**src/bhd_regs.svh**
```systemverilog
// Constants for the hall commutation decoder
`ifndef BHD_REGS_SVH
`define BHD_REGS_SVH

`define BHD_LVL_W 8
`define BHD_SPEED_OFF_THRESHOLD 8'h20
`define BHD_UV_DETECT 8'h30
`define BHD_UV_HYSTERESIS 8'h10
`define BHD_CARRIER_MAX 8'hff
`define BHD_REFRESH_FRACTION 5
`define BHD_REFRESH_STEPS 8'h66
`define BHD_HALL_RESET 3'h0

`endif

```
**src/bhd_pkg.sv**
```systemverilog
// Types, decode and three-pulse functions for the hall commutation decoder
`default_nettype none

package bhd_pkg;

	typedef logic [2:0] bhd_hall_t;

	typedef enum logic [1:0] {
		BHD_REF_IDLE = 2'b00,
		BHD_REF_ACTIVE = 2'b01,
		BHD_REF_DONE = 2'b10
	} bhd_refresh_t;

	// Hall code {a,b,c} to {high[a,b,c], low[a,b,c]}
	function automatic logic [5:0] bhd_decode(input bhd_hall_t code);
		logic [5:0] sw;
		sw = 6'h00;
		unique case (code)
			3'b101: sw = {3'b010, 3'b100};
			3'b100: sw = {3'b001, 3'b100};
			3'b110: sw = {3'b001, 3'b010};
			3'b010: sw = {3'b100, 3'b010};
			3'b011: sw = {3'b100, 3'b001};
			3'b001: sw = {3'b010, 3'b001};
			3'b000: sw = 6'h00;
			3'b111: sw = 6'h00;
		endcase
		return sw;
	endfunction

	// Three-pulse revolution code
	function automatic logic bhd_three_pulse(input bhd_hall_t code);
		return (code == 3'b101) || (code == 3'b110) || (code == 3'b011);
	endfunction

endpackage

`default_nettype wire

```
**src/bhd_sync.sv**
```systemverilog
// Two flip-flop synchroniser for pin inputs
`default_nettype none

module bhd_sync #(
	parameter int W = 1
) (
	// Clock and reset
	input wire logic ref_clk,
	input wire logic nrst,
	// Data
	input wire logic [W-1:0] d,
	output logic [W-1:0] q
);

	logic [W-1:0] meta;

	always_ff @(posedge ref_clk) begin
		if (!nrst) begin
			meta <= '0;
			q <= '0;
		end else begin
			meta <= d;
			q <= meta;
		end
	end

endmodule

`default_nettype wire

```
**src/bhd_carrier.sv**
```systemverilog
// Triangular PWM carrier with rate divider
`include "bhd_regs.svh"
`default_nettype none

module bhd_carrier
	import bhd_pkg::*;
(
	// Clock and reset
	input wire logic ref_clk,
	input wire logic nrst,
	// Rate from external parts
	input wire logic [7:0] rate_div,
	// Carrier level
	output logic [7:0] carrier
);

	logic [7:0] div_cnt;
	logic [7:0] div_last;
	logic step;
	logic falling;

	assign div_last = (rate_div == 8'h00) ? 8'h00 : rate_div - 8'h01;
	assign step = (div_cnt >= div_last);

	////////////////////////////////////////////////////////////////////////
	// Divider enable

	always_ff @(posedge ref_clk) begin
		if (!nrst) begin
			div_cnt <= 8'h00;
		end else if (step) begin
			div_cnt <= 8'h00;
		end else begin
			div_cnt <= div_cnt + 8'h01;
		end
	end

	////////////////////////////////////////////////////////////////////////
	// Triangle up and down

	always_ff @(posedge ref_clk) begin
		if (!nrst) begin
			carrier <= 8'h00;
			falling <= 1'b0;
		end else if (step) begin
			if (!falling) begin
				if (carrier == `BHD_CARRIER_MAX - 8'h01) begin
					falling <= 1'b1;
				end
				carrier <= carrier + 8'h01;
			end else begin
				if (carrier == 8'h01) begin
					falling <= 1'b0;
				end
				carrier <= carrier - 8'h01;
			end
		end
	end

endmodule

`default_nettype wire

```
**src/bhd_commutation.sv**
```systemverilog
// Hall commutation, PWM and revolution pulse logic of a BLDC driver
`include "bhd_regs.svh"
`default_nettype none

module bhd_commutation
	import bhd_pkg::*;
#(
	parameter int LVL_W = `BHD_LVL_W
) (
	// Clock and reset
	input wire logic ref_clk,
	input wire logic nrst,
	// Hall comparator terminals
	input wire logic [LVL_W-1:0] hall_a_pos,
	input wire logic [LVL_W-1:0] hall_a_neg,
	input wire logic [LVL_W-1:0] hall_b_pos,
	input wire logic [LVL_W-1:0] hall_b_neg,
	input wire logic [LVL_W-1:0] hall_c_pos,
	input wire logic [LVL_W-1:0] hall_c_neg,
	// Revolution pulse control
	input wire logic pulse_count_select,
	input wire logic pulse_count_select_open,
	// Speed reference and carrier parts
	input wire logic [7:0] speed_reference,
	input wire logic [3:0] carrier_capacitor_pin,
	input wire logic [3:0] carrier_resistor_pin,
	// High-side supply levels
	input wire logic [LVL_W-1:0] hs_supply_a,
	input wire logic [LVL_W-1:0] hs_supply_b,
	input wire logic [LVL_W-1:0] hs_supply_c,
	// Switch commands
	output logic high_side_a,
	output logic high_side_b,
	output logic high_side_c,
	output logic low_side_a,
	output logic low_side_b,
	output logic low_side_c,
	// Revolution pulse
	output logic revolution_pulse_out
);

	localparam int SW = 9 * LVL_W + 18;

	logic [SW-1:0] pins_raw;
	logic [SW-1:0] pins_s;
	logic [LVL_W-1:0] a_pos_s, a_neg_s, b_pos_s, b_neg_s, c_pos_s, c_neg_s;
	logic [LVL_W-1:0] sup_s [3];
	logic sel_s, open_s;
	logic [7:0] speed_s;
	logic [3:0] cap_s, res_s;
	logic [7:0] rate_div;
	logic [7:0] carrier;
	logic [15:0] refresh_len;
	logic [7:0] div_eff;

	////////////////////////////////////////////////////////////////////////
	// Pin synchronisers

	assign pins_raw = {hall_a_pos, hall_a_neg, hall_b_pos, hall_b_neg,
		hall_c_pos, hall_c_neg, hs_supply_a, hs_supply_b, hs_supply_c,
		pulse_count_select, pulse_count_select_open, speed_reference,
		carrier_capacitor_pin, carrier_resistor_pin};

	bhd_sync #(
		.W(SW)
	) u_sync (
		.ref_clk(ref_clk),
		.nrst(nrst),
		.d(pins_raw),
		.q(pins_s)
	);

	assign {a_pos_s, a_neg_s, b_pos_s, b_neg_s, c_pos_s, c_neg_s,
		sup_s[2], sup_s[1], sup_s[0], sel_s, open_s, speed_s,
		cap_s, res_s} = pins_s;

	////////////////////////////////////////////////////////////////////////
	// Carrier

	assign rate_div = {4'h0, cap_s} * {4'h0, res_s};
	// A zero rate steps every clock, so the refresh scales as for one
	assign div_eff = (rate_div == 8'h00) ? 8'h01 : rate_div;
	assign refresh_len = {8'h00, `BHD_REFRESH_STEPS} * {8'h00, div_eff};

	bhd_carrier u_carrier (
		.ref_clk(ref_clk),
		.nrst(nrst),
		.rate_div(rate_div),
		.carrier(carrier)
	);

	////////////////////////////////////////////////////////////////////////
	// Hall decode and PWM compare

	bhd_hall_t hall_code;
	bhd_hall_t hall_q;
	logic [5:0] cmd;
	logic [2:0] hs_cmd, ls_cmd;
	logic next_pwm, pwm_q;
	logic run, run_q;
	logic turn_on, turn_q;
	logic sel_eff, sel_q;

	assign hall_code = {a_pos_s > a_neg_s, b_pos_s > b_neg_s,
		c_pos_s > c_neg_s};
	assign cmd = bhd_decode(hall_code);
	assign hs_cmd = cmd[5:3];
	assign ls_cmd = cmd[2:0];
	assign next_pwm = speed_s > carrier;
	assign run = speed_s >= `BHD_SPEED_OFF_THRESHOLD;
	assign turn_on = (hall_code != hall_q) || (next_pwm != pwm_q);
	assign sel_eff = sel_s || open_s;

	always_ff @(posedge ref_clk) begin
		if (!nrst) begin
			hall_q <= `BHD_HALL_RESET;
			pwm_q <= 1'b0;
			run_q <= 1'b0;
			turn_q <= 1'b0;
			sel_q <= 1'b1;
		end else begin
			hall_q <= hall_code;
			pwm_q <= next_pwm;
			run_q <= run;
			turn_q <= turn_on;
			sel_q <= sel_eff;
		end
	end

	////////////////////////////////////////////////////////////////////////
	// Bootstrap refresh timing

	bhd_refresh_t ref_state;
	logic [15:0] ref_cnt;

	always_ff @(posedge ref_clk) begin
		if (!nrst) begin
			ref_state <= BHD_REF_IDLE;
			ref_cnt <= 16'h0000;
		end else if (next_pwm || !run) begin
			ref_state <= BHD_REF_IDLE;
			ref_cnt <= 16'h0000;
		end else begin
			unique case (ref_state)
				BHD_REF_IDLE: begin
					if (pwm_q) begin
						ref_state <= BHD_REF_ACTIVE;
						ref_cnt <= 16'h0001;
					end
				end
				BHD_REF_ACTIVE: begin
					if (ref_cnt >= refresh_len) begin
						ref_state <= BHD_REF_DONE;
					end else begin
						ref_cnt <= ref_cnt + 16'h0001;
					end
				end
				BHD_REF_DONE: begin
					ref_state <= BHD_REF_DONE;
				end
				default: begin
					ref_state <= BHD_REF_IDLE;
				end
			endcase
		end
	end

	////////////////////////////////////////////////////////////////////////
	// Per-phase undervoltage and switch outputs

	logic [2:0] uv, next_uv;
	logic [2:0] hs_q, ls_q;
	logic refresh_on;

	assign refresh_on = (ref_state == BHD_REF_ACTIVE) && !next_pwm;

	genvar p;
	generate
		for (p = 0; p < 3; p++) begin : g_phase
			always_comb begin
				next_uv[p] = uv[p];
				if (sup_s[p] < `BHD_UV_DETECT) begin
					next_uv[p] = 1'b1;
				end else if (sup_s[p] >=
					`BHD_UV_DETECT + `BHD_UV_HYSTERESIS) begin
					next_uv[p] = 1'b0;
				end
			end

			always_ff @(posedge ref_clk) begin
				if (!nrst) begin
					uv[p] <= 1'b1;
				end else begin
					uv[p] <= next_uv[p];
				end
			end

			always_ff @(posedge ref_clk) begin
				if (!nrst) begin
					hs_q[p] <= 1'b0;
				end else if (!run || !hs_cmd[p] || next_uv[p] || !next_pwm) begin
					hs_q[p] <= 1'b0;
				end else if (turn_on) begin
					hs_q[p] <= 1'b1;
				end
			end

			always_ff @(posedge ref_clk) begin
				if (!nrst) begin
					ls_q[p] <= 1'b0;
				end else begin
					ls_q[p] <= run && (ls_cmd[p] ||
						(hs_cmd[p] && refresh_on));
				end
			end
		end
	endgenerate

	////////////////////////////////////////////////////////////////////////
	// Revolution pulse

	always_ff @(posedge ref_clk) begin
		if (!nrst) begin
			revolution_pulse_out <= 1'b0;
		end else if (sel_eff) begin
			revolution_pulse_out <= bhd_three_pulse(hall_code);
		end else begin
			revolution_pulse_out <= hall_code[2];
		end
	end

	assign {high_side_a, high_side_b, high_side_c} = hs_q;
	assign {low_side_a, low_side_b, low_side_c} = ls_q;

	////////////////////////////////////////////////////////////////////////
	// Checks

	logic [5:0] dec_q;
	assign dec_q = bhd_decode(hall_q);

	a_hall_compare: assert property (@(posedge ref_clk) disable iff (!nrst)
		hall_q[2] == $past(a_pos_s > a_neg_s))
		else $error("hall level not from comparison");

	a_decode_low: assert property (@(posedge ref_clk) disable iff (!nrst)
		run_q |-> ((ls_q & dec_q[2:0]) == dec_q[2:0]))
		else $error("decoded low side not on");

	a_invalid_off: assert property (@(posedge ref_clk) disable iff (!nrst)
		(hall_q == 3'b000 || hall_q == 3'b111) |-> (hs_q == 3'b000 &&
		ls_q == 3'b000))
		else $error("switch on for invalid hall code");

	a_fg_three: assert property (@(posedge ref_clk) disable iff (!nrst)
		sel_q |-> revolution_pulse_out == bhd_three_pulse(hall_q))
		else $error("three pulse output wrong");

	a_fg_one: assert property (@(posedge ref_clk) disable iff (!nrst)
		!sel_q |-> revolution_pulse_out == hall_q[2])
		else $error("one pulse output wrong");

	a_fg_open: assert property (@(posedge ref_clk) disable iff (!nrst)
		$past(open_s) |-> revolution_pulse_out == bhd_three_pulse(hall_q))
		else $error("open select not three pulse");

	a_pwm_high_only: assert property (@(posedge ref_clk) disable iff (!nrst)
		(hs_q != 3'b000) |-> (pwm_q && (hs_q & ~dec_q[5:3]) == 3'b000))
		else $error("high side on outside pwm on time");

	a_low_not_pwm: assert property (@(posedge ref_clk) disable iff (!nrst)
		((ls_q & ~dec_q[2:0]) != 3'b000) |-> !pwm_q)
		else $error("extra low side during pwm on");

	a_speed_off: assert property (@(posedge ref_clk) disable iff (!nrst)
		!run_q |-> (hs_q == 3'b000 && ls_q == 3'b000))
		else $error("switch on below off threshold");

	a_turn_on_edge: assert property (@(posedge ref_clk) disable iff (!nrst)
		((hs_q & ~$past(hs_q)) != 3'b000) |-> turn_q)
		else $error("high side on without edge");

	a_uv_high_off: assert property (@(posedge ref_clk) disable iff (!nrst)
		(uv != 3'b000) |-> ((hs_q & uv) == 3'b000))
		else $error("high side on under undervoltage");

	a_refresh_len: assert property (@(posedge ref_clk) disable iff (!nrst)
		(ref_state == BHD_REF_ACTIVE) |-> (ref_cnt <= refresh_len))
		else $error("refresh longer than one fifth");

	a_pwm_compare: assert property (@(posedge ref_clk) disable iff (!nrst)
		pwm_q == $past(speed_s > carrier))
		else $error("pwm state not from carrier compare");

endmodule

`default_nettype wire

```
**config.mk**
```make
export PLATFORM = sky130hd
export DESIGN_NAME = bhd_commutation
export DESIGN_NICKNAME = d
export VERILOG_FILES = /design/src/bhd_pkg.sv /design/src/bhd_sync.sv /design/src/bhd_carrier.sv /design/src/bhd_commutation.sv
export VERILOG_INCLUDE_DIRS = /design/src
export SDC_FILE = /design/constraint.sdc
export NUM_CORES = 1
export LEC_CHECK = 0
export ABC_CLOCK_PERIOD_IN_PS = 22100
export CORE_MARGIN = 10
export CORE_UTILIZATION = 40
export DETAILED_ROUTE_END_ITERATION = 10
export DONT_BUFFER_PORTS = 1
export GPL_TIMING_DRIVEN = 0
export MAX_ROUTING_LAYER = met4
export PLACE_DENSITY = 0.57
export SYNTH_ARGS = -nofsm -noshare
export SYNTH_HDL_FRONTEND = slang
export SYNTH_SLANG_ARGS = --single-unit
```
**constraint.sdc**
```tcl
create_clock -name ref_clk -period 22.1 [get_ports ref_clk]
set_clock_uncertainty 0.05 [all_clocks]
set_input_delay 1.105 -clock ref_clk [delete_from_list [all_inputs] [get_ports ref_clk]]
set_output_delay 1.105 -clock ref_clk [all_outputs]
set_load 0.01 [all_outputs]
```
# Yosys cells after proc, flatten, opt, wreduce, memory -nomap -nowiden
# Memories as Yosys holds them, arrays and structs flattened.
# Index checks and enable logic that the tools add are counted.
# totals
input_bits	92
n_memories	1
out_inout_bits	7
rom_bits	48
regBits	229
elab_cells	111
# op_classes
n_addsub	5
bitwise_logic	1
n_eq_ne	12
multipliers	2
order_cmp	13
mux	19
n_reduce_logical	39
# memory_table
memory	depth	width	rd	rd_ports_with_merged_regs	write_ports	line_no	rtl
(name not given)	8	6	1	0	0	bhd_pkg.sv:18	unique case (code)
# ops
cell	n
8-bit > comparator	4
16-bit two-way mux	2
16-bit one-hot mux with 2 select lines	1
8-bit by 7-bit greater-or-equal comparator with 1-bit output, second input constant	3
8-bit by 6-bit < comparator with 1-bit output, second input constant	3
8-bit two-way mux	3
1-bit logical OR	17
16-bit by 1-bit adder with 16-bit output, second input constant	1
8-bit by 1-bit adder with 8-bit output, second input constant	2
16-bit by 15-bit greater-or-equal comparator with 1-bit output	1
8-bit by 1-bit subtractor with 8-bit output, second input constant	2
6-bit by 8-bit multiplier with 14-bit output, first input constant	1
1-bit two-way mux	10
2-bit OR reduction	5
8-bit by 1-bit equality test with 1-bit output, second input constant	1
8-bit equality test, second input constant	1
8-bit by 6-bit greater-or-equal comparator with 1-bit output, second input constant	1
8-bit greater-or-equal comparator	1
8-bit zero test	1
4-bit by 4-bit multiplier with 8-bit output	1
1-bit logical AND	7
3-bit equality test, second input constant	2
2-bit != test, second input constant	3
2-bit one-hot mux with 3 select lines	1
other kinds (12)	17

# Logic depth before layout (Yosys ltp)
# logic_depth
word_depth	7
depth_mapped	36
mapped_depth_nobuf	35

# Cells and area by module
# A second synthesis with hierarchy kept.
# unflattened
hier_cells	1060
hier_area_um2	10348.7
# modules_own_cells
module	n_inst	area_per_inst_um2	cells_each	seq_area_each_um2
bhd_sync	1	4890.9	379	3603.5
bhd_commutation	1	4237.8	529	640.6
bhd_carrier	1	1219.9	152	340.3

# Least setup slack after synthesis
# OpenSTA, ideal clock, no wires.
# synth_timing
path_type	flip-flop to flip-flop
from	register u_sync.q[4]
to	register ref_cnt[6]
arrival_time_ns	7.358
period_less_slack_ns	7.540
setup_ns	0.132
required_time_ns	21.918
stages_incl_launch_ff	37
path_buffers	1
slack_ns	14.560
path_cell_list	dfxtp_1 nand2_1 fa_1 inv_1 fa_1 inv_1 fa_1 inv_1 a21o_1 a21oi_1 xnor2_1 inv_1 ha_1 nand4_1 nand2_1 xnor2_1 ha_1 inv_1 fa_1 inv_1 ha_1 a21o_1 a21oi_2 o21ai_1 or4_1 a31o_1 a21oi_2 xor2_1 ha_1 nand4b_1 nor4_1 o21ai_0 nand3_1 buf_2 inv_1 a31oi_1 a311oi_1
# synth_between
elab_chain_len	7
# synth_lines
item	line_no	rtl
from (decl)	bhd_sync.sv:12	output logic [W-1:0] q
from (signal assigned)	bhd_sync.sv:23	q <= meta;
4-bit by 4-bit multiplier with 8-bit output (*)	bhd_commutation.sv:80	assign rate_div = {4'h0, cap_s} * {4'h0, res_s};
8-bit zero test	bhd_commutation.sv:82	assign div_eff = (rate_div == 8'h00) ? 8'h01 : rate_div;
8-bit two-way mux (*)	bhd_commutation.sv:82	
6-bit by 8-bit multiplier with 14-bit output (*)	bhd_commutation.sv:83	assign refresh_len = {8'h00, `BHD_REFRESH_STEPS} * {8'h00, div_eff};
16-bit by 15-bit greater-or-equal comparator with 1-bit output (*)	bhd_commutation.sv:152	if (ref_cnt >= refresh_len) begin
2-bit != test (no line) (*)	--	
3-bit AND reduction (no line) (*)	--	
to (signal assigned)	bhd_commutation.sv:155	ref_cnt <= ref_cnt + 16'h0001;
to (decl)	bhd_commutation.sv:134	logic [15:0] ref_cnt;
# Mark *: on every way between the ends. The rest lies on a longest branch, timed or not.
# A chain may end at the register's enable or synchronous reset.

# Worst setup path after layout
# layout_timing
from	register u_sync.q[3]
to	register ref_cnt[6]
# Same word-level chain as after synthesis.

==> results.yml <==
critical_path:
  required_ns: 22.43
  max_stage_delay_ns: 0.56
  worstPathArrival_ns: 9.10
  crit_slowest_cell: "fa_1"
  r2r-end: "ref_cnt[6]"
  path_common_cell: "inv_1"
  crit_fanout: 10
  reg2regPathDepth: 36
  path_class: "flip-flop to flip-flop"
  critPathLaunchType: "flip-flop"
  rr_startpoint: "u_sync.q[3]"
  rrSetupSlack_ns: 13.33
  critPathCaptureType: "flip-flop"
clocking:
  root_buffer: "clkbuf_16"
  numCtsBuffers: 22
  htree_levels: 1
  cts_tree: "done"
  clk_pin_slew_worst_paths_ns: 0.06
  cts_num_sinks: 205
  postCtsSetupBuffers: 0
  cts_resized: 0
  cts_hold_buf: 0
  cts_buffer_depth: 3
  clkLatencyLatePin_ns: 0.51
synthesis:
  synth-seq-cells: 205
  synth_edf_count: 0
  syn_area_um2: 9300
  syn_nets: 1188
  synth_top_family_by_area: "simple AND/OR/NAND/NOR gates"
  synthCells: 976
  yosysWarnings: 0
  synthArstFlopShare_pct: 0
  syn_area_per_cell_um2: 9.53
  ys_seq_area_share_pct: 44.1
  ys.flop_type: "dfxtp_1"
  synth_fa_ha_area_share_pct: 17.1
  yosysUniqueCellTypes: 54
  synth-compound-area-share_pct: 9.28
  muxShareOfSynthArea_pct: 0.108
  synth-simple-area-share_pct: 21.8
  synth_xor_area_share_pct: 2.83
placed_design:
  dpl_cell_area_um2: 9690
  dp_hpwl_mm: 13.8
  io_buffers: 0
  gp_congestion: 0.823
  dp_cells: 1289
worst_hold_path:
  holdPathEnd: "u_sync.q[72]"
  hold_path.class: "flip-flop to flip-flop"
  whs_path_depth: 1
  hold_path.startpoint: "u_sync.meta[72]"
pwr:
  pwr_density_cell_nw_per_um2: 82.0
  p_leak_nw: 4.49
  ir_drop_uv: 58.0
  power_mw: 0.855
grt:
  grt_pass1_vias: 6165
  gr-total-overflow: 0
  grt_max_degree: 14
  antenna_found_initial: 7
  grt_pass1_wl_mm: 29.4
  grt_use_total_pct: 12.3
route:
  antenna_left: 0
  avgRoutedWirePerCell_um: 13.2
  drc: 0
  totalWireLength_mm: 17.6
  dr.pass1.iters: 4
  first_iter_violations: 215
  vias: 6246
  post_drt_via_cell_ratio: 4.68
sta:
  fin_tns_setup_ns: 0
  min_period_ns: 8.77
  fin_crit_sh_pct: 39.7
  holdWs_ns: 0.369
  fmax_mhz: 114
  tightest_slew_ns: 0.727
  timing_hold_violations_final: 0
  max-slew-margin-rel_pct: 51.6
  slew_violations: 0
  rsz0062_at_grt: "false"
  setup_viol: 0
run_status:
  outcome: "completed"
layout:
  drive_above_1_share_pct: 4.43
  final_nets: 1212
  syn_to_final_growth_pct: 12.2
  stdcell_area_um2: 10400
  fin_cells: 1336
floorplan:
  initial_core_util_pct: 40.8
  die_h_um: 172
  core-area_um2: 22800
  die_x_um: 172
  io_pins: 99
  num_rows: 55
  die_area_um2: 29700
run:
  drv_cap: 0
metrics by stage:
step                      setup slack (ns)  util (%)
after floorplan                      14.56         -
after global placement               13.33      42.5
after detailed placement             13.27      42.5
after CTS                            13.26      45.7
after global routing                 12.63      45.8
final                                13.33      45.8
logic make-up after synthesis:
logic type      after synthesis
compound gates              133
xor+xnor                     30
fa+ha+maj                   120
buf+inv                     115
flops                       205
mux                           1
simple gates                372
cells in the mapped netlist (2+ instances only):
master    instances  area (um2)
dfxtp_1         205        4100
and2_1          175        1090
ha_1            108        1350
inv_1            89         334
nand2_1          57         214
a21oi_1          52         260
nor2_1           52         195
nand3_1          22         110
o21ai_0          22         110
clkbuf_1         21        78.8
xor2_1           16         140
xnor2_1          14         123
fa_1             12         240
nand4_1          12        75.1
a21o_1           11        82.6
a311oi_1         11        96.3
nor3_1           10        50.1
nor2b_1           8        50.1
or3_1             8        50.1
nand2b_1          7        43.8
and3_1            6        37.5
nor4_1            5        31.3
a211oi_1          4        30.0
buf_2             4        20.0
o211ai_1          4        30.0
a21oi_2           3        26.3
a31oi_1           3        18.8
o311a_1           3        30.0
o31ai_1           3        22.5
nor3b_1           2        15.0
o21ai_1           2        10.0
o21bai_1          2        15.0
o221a_2           2        22.5
per-layer routing:
metal | wire length (um) | up-vias | part of all wire (%) | track usage (%)
li1 | - | 3297 | - | -
met1 | 8390 | 2834 | 48 | 15.2
met5 | 0 | - | 0 | -
met2 | 8210 | 93 | 47 | 20.2
met4 | 248 | 0 | 1.4 | 2.74
met3 | 771 | 22 | 4.4 | 2.74
how the worst max path moves through the flow:
stage	from	endpoint	slack (ns)
6_report	u_sync.q[3]	ref_cnt[6]	13.33
5_1_grt	u_sync.q[5]	ref_cnt[6]	12.63
4_1_cts	u_sync.q[5]	ref_cnt[6]	13.26
3_5_place_dp	u_sync.q[5]	ref_cnt[6]	13.27
3_3_place_gp	u_sync.q[5]	ref_cnt[6]	13.33
2_1_floorplan	u_sync.q[4]	ref_cnt[6]	14.56
state kept, by name (all words and copies together) (netlist names), 2 cells and up:
signal,flops
hall_q,3
ref_cnt,16
ref_state,2
u_carrier.carrier,8
u_carrier.div_cnt,8
u_sync.meta,78
u_sync.q,78
uv,3
placed cells by master (no fill, tap or decap), types with 3 or more instances in the layout:
cell,n
nand2b_1,7
buf_2,4
o211ai_1,4
nand3_1,22
clkbuf_1,30
dfxtp_1,205
nor2_1,52
a211oi_1,4
a21oi_1,52
o21ai_0,22
and2_1,175
xor2_1,16
diode_2,7
nor4_1,5
a21oi_2,3
o311a_1,3
o31ai_1,3
a31oi_1,3
nand4_1,12
fa_1,12
or3_1,8
clkbuf_16,22
inv_1,89
and3_1,6
a311oi_1,11
nor2b_1,8
ha_1,108
nand2_1,57
nor3_1,10
a21o_1,11
xnor2_1,14
worst max-delay path: cells and delay by family (launching register included):
| kind | cells | cell delay, ns |
|---|---|---|
| buffers and inverters | 8 | 0.91 |
| adder cells (fa/ha/maj) | 8 | 3.08 |
| AO/OA/AOI/OAI | 10 | 1.50 |
| XOR/XNOR | 3 | 1.00 |
| flip-flops | 1 | 0.36 |
| AND/OR/NAND/NOR | 7 | 1.74 |
power breakdown:
part	total, mW	internal, mW	switching (mW)
Combinational	0.0982	0.0401	0.0580
Sequential	0.398	0.388	0.0101
Clock	0.358	0.214	0.144
Total	0.855	0.642	0.212
layout make-up:
type | count | area [um2]
well taps | 313 | 392
clock inverters | 8 | 124
plain buffers | 25 | 98.8
diodes | 7 | 17.5
multi-input cells | 656 | 4760
clock buffers | 32 | 598
flip-flops and latches | 205 | 4100
fillers | 2220 | 12300
inverters | 90 | 338
Note: power is estimated with default switching activity, not from simulation.
